### src/raf_defines.svh
// Purpose: named constants of the reader framing host controller
// Assumes: device register map reached over a four-wire serial port
// Notes: timing counts derive from times and the 8 ns clock period
`ifndef RAF_DEFINES_SVH
`define RAF_DEFINES_SVH

// serial header: top two bits select the access kind
`define RAF_HDR_WR 2'h0
`define RAF_HDR_RD 2'h1
`define RAF_HDR_LOAD 8'h80

// device register addresses
`define RAF_REG_AUX 6'h01
`define RAF_REG_OPCTL 6'h02
`define RAF_REG_MODE 6'h03
`define RAF_REG_RATE 6'h04
`define RAF_REG_ANTCL 6'h05
`define RAF_REG_FSET 6'h06
`define RAF_REG_MRT 6'h0F
`define RAF_REG_NRT1 6'h10
`define RAF_REG_NRT2 6'h11
`define RAF_REG_IRQ 6'h1A
`define RAF_REG_TXB1 6'h1D
`define RAF_REG_TXB2 6'h1E
`define RAF_REG_FIFO 6'h3F

// register values
`define RAF_MODE_A 8'h08
`define RAF_MODE_F 8'h20
`define RAF_RATE_106 8'h00
`define RAF_RATE_212 8'h11
`define RAF_RATE_424 8'h22
`define RAF_ANTCL_ON 8'h01
`define RAF_NOCRC_ON 8'h80
`define RAF_OFF 8'h00
`define RAF_OPCTL_ON 8'hC8
`define RAF_PRE_48 2'h0
`define RAF_IRQ_NRE_BIT 3'h0
`define RAF_IRQ_NRE_MASK 8'h01

// direct command codes
`define RAF_DC_CLEAR 8'hC2
`define RAF_DC_TXCRC 8'hC4
`define RAF_DC_TXNOCRC 8'hC5
`define RAF_DC_REQA 8'hC6
`define RAF_DC_WUPA 8'hC7
`define RAF_DC_PRESET 8'hCC

// frame delay in carrier periods, mask timer step in carrier periods
`define RAF_FC_FDT_ONE 16'h04D4
`define RAF_FC_FDT_ZERO 16'h0494
`define RAF_FC_MRT_STEP 16'h0040
`define RAF_MRT_VAL ((`RAF_FC_FDT_ZERO - 16'h0001) / `RAF_FC_MRT_STEP)
`define RAF_NRT_VAL (`RAF_FC_FDT_ONE / `RAF_FC_MRT_STEP + 16'h0002)

// field guard time in ns and its clock count, rounded up
`define RAF_GUARD_NS 32'h004C_4B40
`define RAF_CLK_NS 32'h0000_0008
`define RAF_GUARD_CYC ((`RAF_GUARD_NS + `RAF_CLK_NS - 32'h0000_0001) / `RAF_CLK_NS)
`define RAF_CNT_W 20
`define RAF_SPI_DIV 8'h04

`endif

### src/raf_pkg.sv
// Purpose: types of the reader framing host controller
// Assumes: raf_defines.svh gives the widths
// Notes: sequencer and serial engine state travel as packed structs
`include "raf_defines.svh"
package raf_pkg;

	// user commands
	typedef enum logic [2:0] {
		RAF_C_SETUP = 3'h0,
		RAF_C_REQA = 3'h1,
		RAF_C_WUPA = 3'h2,
		RAF_C_ANTICOL = 3'h3,
		RAF_C_SELECT = 3'h4,
		RAF_C_TYPEF = 3'h5,
		RAF_C_RDFIFO = 3'h6
	} raf_cmd_type;

	// kinds of micro step
	typedef enum logic [2:0] {
		RAF_K_END = 3'h0,
		RAF_K_WR = 3'h1,
		RAF_K_CMD = 3'h2,
		RAF_K_LOAD = 3'h3,
		RAF_K_READ = 3'h4,
		RAF_K_GUARD = 3'h5,
		RAF_K_IRQW = 3'h6
	} raf_kind_type;

	// sequencer states
	typedef enum logic [2:0] {
		RAF_S_IDLE = 3'h0,
		RAF_S_FETCH = 3'h1,
		RAF_S_HDR = 3'h2,
		RAF_S_DATA = 3'h3,
		RAF_S_LOADB = 3'h4,
		RAF_S_LOADW = 3'h5,
		RAF_S_GUARD = 3'h6,
		RAF_S_IRQW = 3'h7
	} raf_st_type;

	// one micro step
	typedef struct packed {
		raf_kind_type kind;
		logic [5:0] addr;
		logic [7:0] data;
	} raf_op_type;

	// byte request to the serial engine
	typedef struct packed {
		logic go;
		logic hold;
		logic [7:0] data;
	} raf_req_type;

	// serial engine state
	typedef struct packed {
		logic busy;
		logic hold;
		logic phase;
		logic [2:0] bitn;
		logic [7:0] div;
		logic [7:0] sh;
		logic [7:0] rx;
		logic [7:0] rx_out;
		logic done;
		logic sclk;
		logic mosi;
		logic cs_n;
	} raf_spi_type;

	// sequencer state
	typedef struct packed {
		raf_st_type st;
		raf_cmd_type cmd;
		logic [4:0] idx;
		logic [7:0] sub;
		logic [`RAF_CNT_W-1:0] cnt;
		logic [7:0] sel;
		logic [7:0] nvb;
		logic [39:0] uid;
		logic [7:0] tf_len;
		logic rate424;
		logic [1:0] pre;
		logic [2:0] rx_bits;
		logic [7:0] rdata;
		logic tag;
		logic noans;
		logic done;
		raf_req_type req;
	} raf_main_type;

endpackage : raf_pkg

### src/raf_spi_eng.sv
// Purpose: byte engine of the serial port toward the device
// Assumes: device samples on rising clock edge, chip select low active
// Notes: hold keeps chip select low after the byte
`timescale 1ns/1ns
module raf_spi_eng import raf_pkg::*; #(
	parameter logic [7:0] DIV = `RAF_SPI_DIV
) (
	input wire logic clk,
	input wire logic rst,
	input wire raf_req_type req,
	output logic done,
	output logic [7:0] rx_data,
	output logic spi_sclk,
	output logic spi_mosi,
	output logic spi_cs_n,
	input wire logic spi_miso
);

	raf_spi_type s_r; // registered state
	raf_spi_type s_nxt; // next state

	////////////////////////////////////////////////////////////////////////////
	// next state: one bit per two ticks of the divider
	always_comb begin
		s_nxt = s_r;
		s_nxt.done = 1'b0;
		if (s_r.busy) begin
			// divider gives a one-cycle tick
			s_nxt.div = (s_r.div == 8'h00) ? DIV - 8'h01 : s_r.div - 8'h01;
		end
		if (!s_r.busy && req.go) begin
			// load byte, drop chip select, present msb
			s_nxt.busy = 1'b1;
			s_nxt.sh = req.data;
			s_nxt.hold = req.hold;
			s_nxt.cs_n = 1'b0;
			s_nxt.bitn = 3'h7;
			s_nxt.phase = 1'b0;
			s_nxt.div = DIV - 8'h01;
			s_nxt.mosi = req.data[7];
		end else if (s_r.busy && s_r.div == 8'h00) begin
			if (!s_r.phase) begin
				// rising edge: device takes mosi
				s_nxt.sclk = 1'b1;
				s_nxt.phase = 1'b1;
			end else begin
				// falling edge: take miso
				s_nxt.sclk = 1'b0;
				s_nxt.rx = {s_r.rx[6:0], spi_miso};
				s_nxt.phase = 1'b0;
				if (s_r.bitn == 3'h0) begin
					s_nxt.busy = 1'b0;
					s_nxt.done = 1'b1;
					s_nxt.rx_out = {s_r.rx[6:0], spi_miso};
					s_nxt.cs_n = !s_r.hold;
				end else begin
					s_nxt.bitn = s_r.bitn - 3'h1;
					s_nxt.sh = {s_r.sh[6:0], 1'b0};
					s_nxt.mosi = s_r.sh[6];
				end
			end
		end
	end

	////////////////////////////////////////////////////////////////////////////
	// state register
	always_ff @(posedge clk or posedge rst) begin
		if (rst) begin
			s_r <= '0;
			s_r.cs_n <= 1'b1;
		end else begin
			s_r <= s_nxt;
		end
	end

	// outputs straight from flops
	assign done = s_r.done;
	assign rx_data = s_r.rx_out;
	assign spi_sclk = s_r.sclk;
	assign spi_mosi = s_r.mosi;
	assign spi_cs_n = s_r.cs_n;

endmodule : raf_spi_eng

### src/raf_host_ctrl.sv
// Purpose: host sequencer driving a contactless reader front end
// Assumes: device registers, fifo and direct commands behind the serial port
// Notes: one user command runs a fixed list of register steps
// Functional notes
// - select type A, both rates 106 kbps
// - collision bit set only for setup and request/anticollision
// - mask timer below delay, no-answer above
// - timers respect 1236 or 1172 delay
// - hold field about 5 ms first
// - no-CRC receive set by setup and before request/anticollision only
// - any irq except no-answer means tag
// - loop request, anticollision, select; the sequencer runs one command per user request and the user walks the loop
// - select code, valid count, 0-40 UID bits
// - anticollision without CRC, select with CRC
// - pad partial bytes zero, mask read bits
// - load payload only, write byte count
`timescale 1ns/1ns
module raf_host_ctrl import raf_pkg::*; #(
	parameter logic [`RAF_CNT_W-1:0] GUARD_CYC = `RAF_CNT_W'(`RAF_GUARD_CYC),
	parameter logic [7:0] SPI_DIV = `RAF_SPI_DIV
) (
	input wire logic clk,
	input wire logic rst,
	input wire logic cmd_valid,
	output logic cmd_ready,
	input wire raf_cmd_type cmd_code,
	input wire logic [7:0] sel_code,
	input wire logic [7:0] valid_cnt,
	input wire logic [39:0] uid_bits,
	input wire logic [7:0] tf_len,
	input wire logic rate424,
	input wire logic preamble_len_sel_hi,
	input wire logic preamble_len_sel_lo,
	input wire logic [2:0] rx_bits,
	input wire logic pay_valid,
	output logic pay_ready,
	input wire logic [7:0] pay_data,
	output logic done,
	output logic tag_present,
	output logic no_answer,
	output logic [7:0] rd_data,
	output logic spi_sclk,
	output logic spi_mosi,
	output logic spi_cs_n,
	input wire logic spi_miso,
	input wire logic dev_irq
);

	raf_main_type s_r; // registered state
	raf_main_type s_nxt; // next state
	raf_op_type op_w; // current micro step
	logic eng_done; // engine finished a byte
	logic [7:0] eng_rx; // byte read from device
	logic is_tf; // type F transfer
	logic [3:0] full_b; // full bytes of an anticollision frame
	logic [2:0] part_b; // bits of the trailing byte
	logic [7:0] ld_n; // bytes to load
	logic [12:0] tx_cnt; // full byte count for the device
	logic ld_last; // current load byte is the last
	logic [39:0] uid_sh; // uid shifted to current byte
	logic [7:0] ld_byte; // current load byte

	////////////////////////////////////////////////////////////////////////////
	// helpers
	function automatic raf_op_type mk(raf_kind_type k, logic [5:0] a, logic [7:0] d);
		raf_op_type o;
		o.kind = k;
		o.addr = a;
		o.data = d;
		return o;
	endfunction : mk

	function automatic logic [7:0] low_mask(logic [2:0] b);
		return 8'((9'h001 << b) - 9'h001);
	endfunction : low_mask

	// step list of each user command
	function automatic raf_op_type op_at(raf_main_type s, logic [7:0] hi, logic [7:0] lo);
		raf_op_type o;
		logic anti;
		logic [7:0] rate;
		anti = (s.cmd == RAF_C_ANTICOL);
		rate = s.rate424 ? `RAF_RATE_424 : `RAF_RATE_212;
		o = mk(RAF_K_END, 6'h00, 8'h00);
		case (s.cmd)
			RAF_C_SETUP: begin
				case (s.idx)
					5'h0: o = mk(RAF_K_WR, `RAF_REG_MODE, `RAF_MODE_A);
					5'h1: o = mk(RAF_K_WR, `RAF_REG_RATE, `RAF_RATE_106);
					5'h2: o = mk(RAF_K_WR, `RAF_REG_ANTCL, `RAF_ANTCL_ON);
					5'h3: o = mk(RAF_K_WR, `RAF_REG_AUX, `RAF_NOCRC_ON);
					5'h4: o = mk(RAF_K_WR, `RAF_REG_MRT, 8'(`RAF_MRT_VAL));
					5'h5: o = mk(RAF_K_WR, `RAF_REG_NRT1, 8'((`RAF_NRT_VAL) >> 8));
					5'h6: o = mk(RAF_K_WR, `RAF_REG_NRT2, 8'(`RAF_NRT_VAL));
					5'h7: o = mk(RAF_K_CMD, 6'h00, `RAF_DC_PRESET);
					5'h8: o = mk(RAF_K_WR, `RAF_REG_OPCTL, `RAF_OPCTL_ON);
					5'h9: o = mk(RAF_K_GUARD, 6'h00, 8'h00);
					default: o = mk(RAF_K_END, 6'h00, 8'h00);
				endcase
			end
			RAF_C_REQA, RAF_C_WUPA: begin
				case (s.idx)
					5'h0: o = mk(RAF_K_WR, `RAF_REG_ANTCL, `RAF_ANTCL_ON);
					5'h1: o = mk(RAF_K_WR, `RAF_REG_AUX, `RAF_NOCRC_ON);
					5'h2: o = mk(RAF_K_CMD, 6'h00,
						(s.cmd == RAF_C_REQA) ? `RAF_DC_REQA : `RAF_DC_WUPA);
					5'h3: o = mk(RAF_K_IRQW, 6'h00, 8'h00);
					5'h4: o = mk(RAF_K_READ, `RAF_REG_IRQ, 8'h00);
					default: o = mk(RAF_K_END, 6'h00, 8'h00);
				endcase
			end
			RAF_C_ANTICOL, RAF_C_SELECT: begin
				case (s.idx)
					5'h0: o = mk(RAF_K_WR, `RAF_REG_ANTCL,
						anti ? `RAF_ANTCL_ON : `RAF_OFF);
					5'h1: o = mk(RAF_K_WR, `RAF_REG_AUX,
						anti ? `RAF_NOCRC_ON : `RAF_OFF);
					5'h2: o = mk(RAF_K_CMD, 6'h00, `RAF_DC_CLEAR);
					5'h3: o = mk(RAF_K_WR, `RAF_REG_TXB1, hi);
					5'h4: o = mk(RAF_K_WR, `RAF_REG_TXB2, lo);
					5'h5: o = mk(RAF_K_LOAD, 6'h00, 8'h00);
					5'h6: o = mk(RAF_K_CMD, 6'h00,
						anti ? `RAF_DC_TXNOCRC : `RAF_DC_TXCRC);
					5'h7: o = mk(RAF_K_IRQW, 6'h00, 8'h00);
					5'h8: o = mk(RAF_K_READ, `RAF_REG_IRQ, 8'h00);
					default: o = mk(RAF_K_END, 6'h00, 8'h00);
				endcase
			end
			RAF_C_TYPEF: begin
				case (s.idx)
					5'h0: o = mk(RAF_K_WR, `RAF_REG_MODE, `RAF_MODE_F);
					5'h1: o = mk(RAF_K_WR, `RAF_REG_RATE, rate);
					5'h2: o = mk(RAF_K_WR, `RAF_REG_FSET, {6'h00, s.pre});
					5'h3: o = mk(RAF_K_WR, `RAF_REG_ANTCL, `RAF_OFF);
					5'h4: o = mk(RAF_K_WR, `RAF_REG_AUX, `RAF_OFF);
					5'h5: o = mk(RAF_K_CMD, 6'h00, `RAF_DC_CLEAR);
					5'h6: o = mk(RAF_K_WR, `RAF_REG_TXB1, hi);
					5'h7: o = mk(RAF_K_WR, `RAF_REG_TXB2, lo);
					5'h8: o = mk(RAF_K_LOAD, 6'h00, 8'h00);
					5'h9: o = mk(RAF_K_CMD, 6'h00, `RAF_DC_TXCRC);
					5'hA: o = mk(RAF_K_IRQW, 6'h00, 8'h00);
					5'hB: o = mk(RAF_K_READ, `RAF_REG_IRQ, 8'h00);
					default: o = mk(RAF_K_END, 6'h00, 8'h00);
				endcase
			end
			RAF_C_RDFIFO: begin
				if (s.idx == 5'h0) begin
					o = mk(RAF_K_READ, `RAF_REG_FIFO, 8'h00);
				end
			end
			default: o = mk(RAF_K_END, 6'h00, 8'h00);
		endcase
		return o;
	endfunction : op_at

	////////////////////////////////////////////////////////////////////////////
	// frame sizes: valid count high nibble is full bytes, low bits partial
	assign is_tf = (s_r.cmd == RAF_C_TYPEF);
	assign full_b = s_r.nvb[7:4];
	assign part_b = s_r.nvb[2:0];
	assign ld_n = is_tf ? s_r.tf_len : {4'h0, full_b} + {7'h00, part_b != 3'h0};
	assign tx_cnt = is_tf ? {5'h00, s_r.tf_len} : {9'h000, full_b};
	assign ld_last = (s_r.sub == ld_n - 8'h01);
	assign uid_sh = s_r.uid >> {s_r.sub - 8'h02, 3'h0};
	assign op_w = op_at(s_r, tx_cnt[12:5], {tx_cnt[4:0], is_tf ? 3'h0 : part_b});

	// load byte: code, count, then uid with zero padding above valid bits
	always_comb begin
		ld_byte = uid_sh[7:0];
		if (is_tf) begin
			ld_byte = pay_data;
		end else if (s_r.sub == 8'h00) begin
			ld_byte = s_r.sel;
		end else if (s_r.sub == 8'h01) begin
			ld_byte = s_r.nvb;
		end else if (ld_last && part_b != 3'h0) begin
			ld_byte = uid_sh[7:0] & low_mask(part_b);
		end
	end

	////////////////////////////////////////////////////////////////////////////
	// sequencer next state
	always_comb begin
		s_nxt = s_r;
		s_nxt.req.go = 1'b0;
		s_nxt.done = 1'b0;
		case (s_r.st)
			RAF_S_IDLE: begin
				// the user walks the tag loop one command at a time
				if (cmd_valid) begin
					s_nxt.cmd = cmd_code;
					s_nxt.sel = sel_code;
					s_nxt.nvb = valid_cnt;
					s_nxt.uid = uid_bits;
					s_nxt.tf_len = tf_len;
					s_nxt.rate424 = rate424;
					s_nxt.pre = {preamble_len_sel_hi, preamble_len_sel_lo};
					s_nxt.rx_bits = rx_bits;
					s_nxt.idx = 5'h0;
					s_nxt.st = RAF_S_FETCH;
				end
			end
			RAF_S_FETCH: begin
				case (op_w.kind)
					RAF_K_END: begin
						s_nxt.st = RAF_S_IDLE;
						s_nxt.done = 1'b1;
						if (s_r.cmd != RAF_C_SETUP && s_r.cmd != RAF_C_RDFIFO) begin
							// any irq but no-answer counts as a tag
							s_nxt.tag = |(s_r.rdata & ~`RAF_IRQ_NRE_MASK);
							s_nxt.noans = s_r.rdata[`RAF_IRQ_NRE_BIT];
						end
					end
					RAF_K_GUARD: begin
						s_nxt.cnt = GUARD_CYC - `RAF_CNT_W'(1);
						s_nxt.st = RAF_S_GUARD;
					end
					RAF_K_IRQW: s_nxt.st = RAF_S_IRQW;
					default: begin
						// header byte: direct command, write, read or fifo load
						s_nxt.req.go = 1'b1;
						s_nxt.req.hold = (op_w.kind != RAF_K_CMD);
						if (op_w.kind == RAF_K_CMD) begin
							s_nxt.req.data = op_w.data;
						end else if (op_w.kind == RAF_K_LOAD) begin
							s_nxt.req.data = `RAF_HDR_LOAD;
						end else if (op_w.kind == RAF_K_READ) begin
							s_nxt.req.data = {`RAF_HDR_RD, op_w.addr};
						end else begin
							s_nxt.req.data = {`RAF_HDR_WR, op_w.addr};
						end
						s_nxt.st = RAF_S_HDR;
					end
				endcase
			end
			RAF_S_HDR: begin
				if (eng_done) begin
					if (op_w.kind == RAF_K_CMD) begin
						s_nxt.idx = s_r.idx + 5'h1;
						s_nxt.st = RAF_S_FETCH;
					end else if (op_w.kind == RAF_K_LOAD) begin
						s_nxt.sub = 8'h00;
						s_nxt.st = RAF_S_LOADB;
					end else begin
						// data byte, dummy on a read
						s_nxt.req.go = 1'b1;
						s_nxt.req.hold = 1'b0;
						s_nxt.req.data = (op_w.kind == RAF_K_WR) ? op_w.data : 8'h00;
						s_nxt.st = RAF_S_DATA;
					end
				end
			end
			RAF_S_DATA: begin
				if (eng_done) begin
					if (op_w.kind == RAF_K_READ) begin
						s_nxt.rdata = eng_rx;
						if (s_r.cmd == RAF_C_RDFIFO && s_r.rx_bits != 3'h0) begin
							s_nxt.rdata = eng_rx & low_mask(s_r.rx_bits);
						end
					end
					s_nxt.idx = s_r.idx + 5'h1;
					s_nxt.st = RAF_S_FETCH;
				end
			end
			RAF_S_LOADB: begin
				// payload stalls until the user offers a byte
				if (!is_tf || pay_valid) begin
					s_nxt.req.go = 1'b1;
					s_nxt.req.hold = !ld_last;
					s_nxt.req.data = ld_byte;
					s_nxt.st = RAF_S_LOADW;
				end
			end
			RAF_S_LOADW: begin
				if (eng_done) begin
					if (ld_last) begin
						s_nxt.idx = s_r.idx + 5'h1;
						s_nxt.st = RAF_S_FETCH;
					end else begin
						s_nxt.sub = s_r.sub + 8'h01;
						s_nxt.st = RAF_S_LOADB;
					end
				end
			end
			RAF_S_GUARD: begin
				// field on, wait before the first command
				if (s_r.cnt == `RAF_CNT_W'(0)) begin
					s_nxt.idx = s_r.idx + 5'h1;
					s_nxt.st = RAF_S_FETCH;
				end else begin
					s_nxt.cnt = s_r.cnt - `RAF_CNT_W'(1);
				end
			end
			RAF_S_IRQW: begin
				if (dev_irq) begin
					s_nxt.idx = s_r.idx + 5'h1;
					s_nxt.st = RAF_S_FETCH;
				end
			end
			default: s_nxt.st = RAF_S_IDLE;
		endcase
	end

	////////////////////////////////////////////////////////////////////////////
	// state register
	always_ff @(posedge clk or posedge rst) begin
		if (rst) begin
			s_r <= '0;
		end else begin
			s_r <= s_nxt;
		end
	end

	// serial byte engine
	raf_spi_eng #(.DIV(SPI_DIV)) u_eng (
		.clk(clk),
		.rst(rst),
		.req(s_r.req),
		.done(eng_done),
		.rx_data(eng_rx),
		.spi_sclk(spi_sclk),
		.spi_mosi(spi_mosi),
		.spi_cs_n(spi_cs_n),
		.spi_miso(spi_miso)
	);

	assign cmd_ready = (s_r.st == RAF_S_IDLE);
	assign pay_ready = (s_r.st == RAF_S_LOADB) && is_tf;
	assign done = s_r.done;
	assign tag_present = s_r.tag;
	assign no_answer = s_r.noans;
	assign rd_data = s_r.rdata;

	logic [`RAF_CNT_W-1:0] g_cnt; // cycles spent in guard
	always_ff @(posedge clk or posedge rst) begin
		if (rst) begin
			g_cnt <= '0;
		end else begin
			g_cnt <= (s_r.st == RAF_S_GUARD) ? g_cnt + `RAF_CNT_W'(1) : '0;
		end
	end
endmodule : raf_host_ctrl

### config.mk
export PLATFORM = sky130hd
export DESIGN_NAME = raf_host_ctrl
export DESIGN_NICKNAME = d
export VERILOG_FILES = /design/src/raf_pkg.sv /design/src/raf_spi_eng.sv /design/src/raf_host_ctrl.sv
export VERILOG_INCLUDE_DIRS = /design/src
export SDC_FILE = /design/constraint.sdc
export NUM_CORES = 1
export LEC_CHECK = 0
export ABC_AREA = 1
export BUFFER_PORTS_ARGS = -buffer_cell sky130_fd_sc_hd__buf_4
export CORE_UTILIZATION = 40
export CTS_BUF_LIST = sky130_fd_sc_hd__clkbuf_4
export CTS_CLUSTER_SIZE = 10
export DETAILED_ROUTE_END_ITERATION = 10
export HOLD_SLACK_MARGIN = 0.05
export PLACE_DENSITY = 0.66
export SYNTH_ARGS = -nofsm -noshare
export SYNTH_HDL_FRONTEND = slang
export SYNTH_SLANG_ARGS = --single-unit
### constraint.sdc
create_clock -name clk -period 4.7 [get_ports clk]
set_clock_uncertainty 0.15 [all_clocks]
set_input_delay 0 -clock clk [delete_from_list [all_inputs] [get_ports clk]]
set_output_delay 0 -clock clk [all_outputs]
set_load 0.02 [all_outputs]
# Yosys cells after proc, flatten, opt, wreduce, memory -nomap -nowiden

Memories as Yosys holds them, arrays and structs flattened.
Cells that the tools add are included.

Output and inout port bits: 16
Logic and storage cells: 226
Memory bits (read-only): 240
Bits of input ports: 87
Register bits: 171
Memories kept: 1

Memory list:

| memory           | depth | bits a word | rd ports | clocked after memory_dff | wr ports | RTL line            | text |
|---|---|---|---|---|---|---|---|
| (name not given) | 16    | 15          | 1        | 0                        | 0        | raf_host_ctrl.sv:87 | `case (s.idx)` |

Reduce and logical (&&, ||, !) cells: 47
Add/subtract/negate cells: 10
Eq/ne operators: 51
Muxes and demuxes: 80
Bitwise operators: 3
Shifts and indexed selects: 3

Operator list:

| operator            | count |
|---|---|
| $pmux 17 s12        | 1 |
| $pmux 17 s5         | 2 |
| $pmux 17 s9         | 1 |
| $mux 8              | 17 |
| $mux 10             | 5 |
| $mux 20             | 2 |
| $pmux 20 s2         | 1 |
| $shr 40x11->8       | 1 |
| $mux 3              | 12 |
| $mux 17             | 2 |
| $sub 8x1->8 const B | 4 |
| $eq 3x3->1 const B  | 10 |
| $pmux 10 s3         | 1 |
| $pmux 5 s6          | 1 |
| $mux 27             | 1 |
| $mux 13             | 2 |
| $mux 5              | 5 |
| $mux 24             | 1 |
| $ne 2x2->1 const B  | 12 |
| $pmux 3 s8          | 1 |
| $mux 7              | 3 |
| $eq 5x3->1 const B  | 4 |
| $eq 5x4->1 const B  | 4 |
| $logic_not 20->1    | 1 |
| 44 further kinds    | 100 |

# Longest topological paths before layout

Depth in word-level cells: 12
Depth in mapped cells: 24
Gate-level depth less buffers: 24

# Hierarchy

Synthesis repeated with hierarchy kept, for this count alone.

Cell total of the unflattened synthesis: 1453
Area, all modules: 10455.0 sq um

Modules (own cells, without submodules):

| module        | seq. area each (sq um) | instances | area each (sq um) | cells each |
|---|---|---|---|---|
| raf_host_ctrl | 3253.1                 | 1         | 8450.6            | 1214 |
| raf_spi_eng   | 1002.2                 | 1         | 2004.4            | 239 |

# Worst setup path before layout

OpenSTA, ideal clock, no wires.

Path kind: register to register
From: register part_b[1] (netlist name)
To: register s_r (netlist bit full_b[1])
Clock period less this slack: 3.185 ns
Arrival time: 2.918 ns
Buffers on the path: 2
Cell stages (with the launch flop): 23
Setup time: 0.117 ns
Data required time: 4.433 ns
Path slack: 1.515 ns
Path through: dfrtp_1 > nor2_1 > nand2_1 > ha_1 > ha_1 > inv_1 > nand2_1 > nand2_1 > ha_1 > xor2_1 > nand2_1 > nor2_1 > nand3_1 > nor2_1 > nand2_2 > o21ai_4 > nand2_4 > nor2_4 > inv_2 > buf_6 > buf_6 > nand2_1 > nand2_1

RTL lines:

| what                 | RTL line             | text |
|---|---|---|
| end signal, assigned | raf_host_ctrl.sv:310 | `s_r <= s_nxt;` |
| end, declared        | raf_host_ctrl.sv:49  | `raf_main_type s_r;` |

==> summary.md <==
| Metric | Value |
|---|---|
| Syn_nets | `1,525` |
| Fin nets | `1,780` |
| Final Hold Viols | `0` |
| Worst-Skew Late Latency | `0.59 ns` |
| Setup violators final | `0` |
| Layout cells sized above 1 | `0.1586` |
| Row count | `58` |
| Post-Layout Cell Count | `2,016` |
| Slew HR | `0.3443` |
| Register bit total from synthesis | `170` |
| Vias in the first global route | `10.20k` |
| Outcome | `finished clean` |
| CP max stage delay | `about 0.46 ns` |
| Routed Antenna Nets | `0` |
| CTS H-tree lvls | `4` |
| CTS tree | `built` |
| Clock buffer depth | `2` |
| Core area | `25,400 µm²` |
| Gr ovfl total | `0` |
| Setup Crit Path Kind | `reg2reg` |
| Post-CTS Setup Bufs | `0` |
| Die width | `163.6 µm` |
| IO Pins | `between 100 and 150` |
| Top cell type's share of synthesized area | `0.4047` |
| Main area contributors after synthesis | `dfrtp_1 (40%), nand2_1 (14%), nor2_1 (5.7%)` |
| Worst VDD drop | `roughly 110 µV` |
| Worst min-delay path class | `in2reg` |
| DRT Wirelength | `31,320 µm` |
| Synth Instances | `1,416` |
| R2r setup slk | `0.64 ns` |
| Slew @ Worst Pin | `0.9799 ns` |
| Chip Height | `163.6 µm` |
| Max-cap viol count | `0` |
| Sequential-to-total area share from yosys stat | `0.4073` |
| Top cells by count, synth | `nand2_1 (385), dfrtp_1 (169), nor2_1 (159)` |
| Avg Cell Area, Syn | `approximately 7.4 µm²` |
| Clk slew on worst S/H paths | `0.16 ns` |
| Crit path launch type | `flip-flop` |
| CP max stage cell | `inv_2` |
| EDFF count, synth | `0` |
| Largest net degree at the start of global routing | `between 80 and 90` |
| Async SR Flop Fraction | `1.000` |
| Worst path cell trace | `nor2_1, nand2_1, ha_1, ha_1, inv_1, nand2_1, nand2_1, ha_1, xor2_1, nand2_1, nor2_1, nand3_1, nor2_1, nand2_2, o21ai_4, nand2_4, nor2_4, inv_2, nand2_1, nand2_1` |
| Die Area | `between 20,000 and 30,000 µm²` |
| Max FO, Critical Path | `56` |
| Avg WL per Cell | `15.54 µm` |
| Initial DRC count | `approximately 850` |
| Synth Flop Type | `dfrtp_1` |
| Vias per Instance | `~5.1` |
| RSZ-0062 raised after global routing | `no` |
| Routability congestion estimate from global placement | `0.9498` |
| Slew Viols, Final | `0` |
| Worst EP arrival | `4.39 ns` |
| Root Buffer | `clkbuf_4` |
| Synth Warn # | `0` |
| Period utilisation layout | `0.8639` |
| DRC viols | `0` |
| CTS sink count | `170` |
| Tmin final | `4.060 ns` |
| CTS Buf Count | `17` |
| Cell Area, Synth | `10,450 µm²` |
| Fin Setup TNS | `0 ns` |
| Count of different cell masters after synthesis | `49` |
| Initial Util | `0.4114` |
| DR vias | `10.27k` |
| Initial antenna violation count | `2` |
| Fmax | `around 250 MHz` |
| PwrDens | `between 150 and 200 nW/µm²` |
| Area growth syn-to-layout | `27.83%` |
| Pleak | `roughly 6.7 nW` |
| Crit. End Element | `flip-flop` |
| Placed insts | `1,813` |
| Total track usage | `0.2430` |
| Post-synth top area cell | `dfrtp_1` |
| Drt pass-1 iters | `5` |
| Port bufs | `102` |
| First-pass GRT wire length | `51,010 µm` |
| DPL Wire Length | `21,940 µm` |
| Critical path required time | `5.03 ns` |
| Most used cell along the critical path | `nand2_1` |
| Most frequent cell after synthesis | `nand2_1` |
[layer usage]
layer,vias to the layer above,track usage,share of wire
met1,4855,0.3121,0.44
met4,0,0.09764,0.027
met5,-,0,0
met2,299,0.4129,0.49
li1,5057,-,-
met3,57,0.03022,0.043
[layout by cell type (no fill, tap or decap), types with 4 or more instances in the layout]
master         Yosys  routed
o21ai_0           97      97
nand2_1          385     385
nand2_2           47      47
nand3_2            5       5
xor2_1            15      15
nor3_1            26      26
inv_2             18      18
nand4_1           21      21
a22oi_1            8       8
o21ai_1            8       8
o22ai_1           14      14
o2111ai_1          5       5
a31oi_1            4       4
nor2_4             8       8
nand3_1           75      75
a21oi_1           50      50
nor2_2             7       7
inv_1            156     155
ha_1              22      22
buf_4              8     110
dfrtp_1          169     169
clkbuf_4           0      17
nor4_1             6       6
xnor2_1            5       5
or2_2              5       5
o31ai_1            6       6
o21ai_2           18      18
dlygate4sd3_1      0     169
clkinvlp_4         0       6
nor2_1           159     159
a22o_1             5       5
inv_8              0       4
o211ai_1           5       5
[flip-flops by register name (all words and copies together), names as in the netlist]
name	cells
rd_data	8
s_r	112
u_eng.spi_sclk	1
u_eng.s_r	28
u_eng.done	1
u_eng.rx_data	8
u_eng.spi_mosi	1
tag_present	1
full_b	4
u_eng.spi_cs_n	1
done	1
part_b	3
no_answer	1
[critical path, delay by kind of cell (launching register included)]
kind	cells	cell delay [ns]
AND/OR/NAND/NOR	13	1.63
adder cells (fa/ha/maj)	3	0.83
buffers and inverters	2	0.50
flip-flops	1	0.44
AO/OA/AOI/OAI	1	0.25
XOR/XNOR	1	0.15
[layout make-up]
type | instances | area, µm²
fill | 2415 | 12040
multi-input combinational | 1022 | 5135
sequential | 170 | 4255
timing repair buffer | 281 | 2557
inverter | 179 | 684.4
tap | 330 | 412.9
clock inverter | 15 | 178.9
clock buffer | 17 | 127.6
antenna | 2 | 5.005
[worst paths after layout]
check | startpoint | to | cells after the start
max | part_b[1]$_DFFE_PP0P_ | s_r[62]$_DFFE_PP0P_ | 20
min | dev_irq | s_r[119]$_DFFE_PP0P_ | 8
max reg2reg | part_b[1]$_DFFE_PP0P_ | s_r[62]$_DFFE_PP0P_ | 20
min reg2reg | u_eng.s_r[40]$_DFFE_PP0P_ | u_eng.spi_cs_n$_DFFE_PP1P_ | 1
max in group asynchronous | rst | s_r[128]$_DFFE_PP0P_ | 5
min in group asynchronous | rst | no_answer$_DFFE_PP0P_ | 4
[cell families (layout without fill, tap and decap cells)]
family / Yosys count / in the layout / synth area share
simple gates: 753 / 753 / 0.3182
compound gates: 227 / 227 / 0.1302
buf+inv: 224 / 492 / 0.1013
flops: 170 / 170 / 0.4073
fa+ha+maj: 22 / 22 / 0.02634
xor+xnor: 20 / 20 / 0.01676
other cells: 0 / 2 / 0
[power breakdown]
part | leakage (nW) | total (mW) | internal (mW) | switching (mW)
clock network | 0.147 | 0.902 | 0.291 | 0.611
logic | 4.42 | 0.208 | 0.135 | 0.0729
registers | 2.14 | 1.47 | 1.47 | 0.00138
total | 6.71 | 2.58 | 1.89 | 0.685
[metrics by stage]
step	total power [mW]	setup slack (ns)	hold WS, ns	instance area (µm²)	util
final	2.578	0.6397	0.2553	13360	0.5259
after floorplan	1.518	1.515	-0.04117	10450	-
after global placement	1.596	0.8215	0.05513	11350	0.4470
after CTS	2.599	0.6742	0.2044	13350	0.5257
after detailed placement	1.596	0.6918	0.05516	11350	0.4470
after global routing	2.671	0.3055	0.2612	13360	0.5259
[what timing repair did]
action	CTS	global route
hold buffers	169	0
endpoints found under the hold margin	192	0
gates resized for setup	0	0
(Power assumes the default switching activity.)
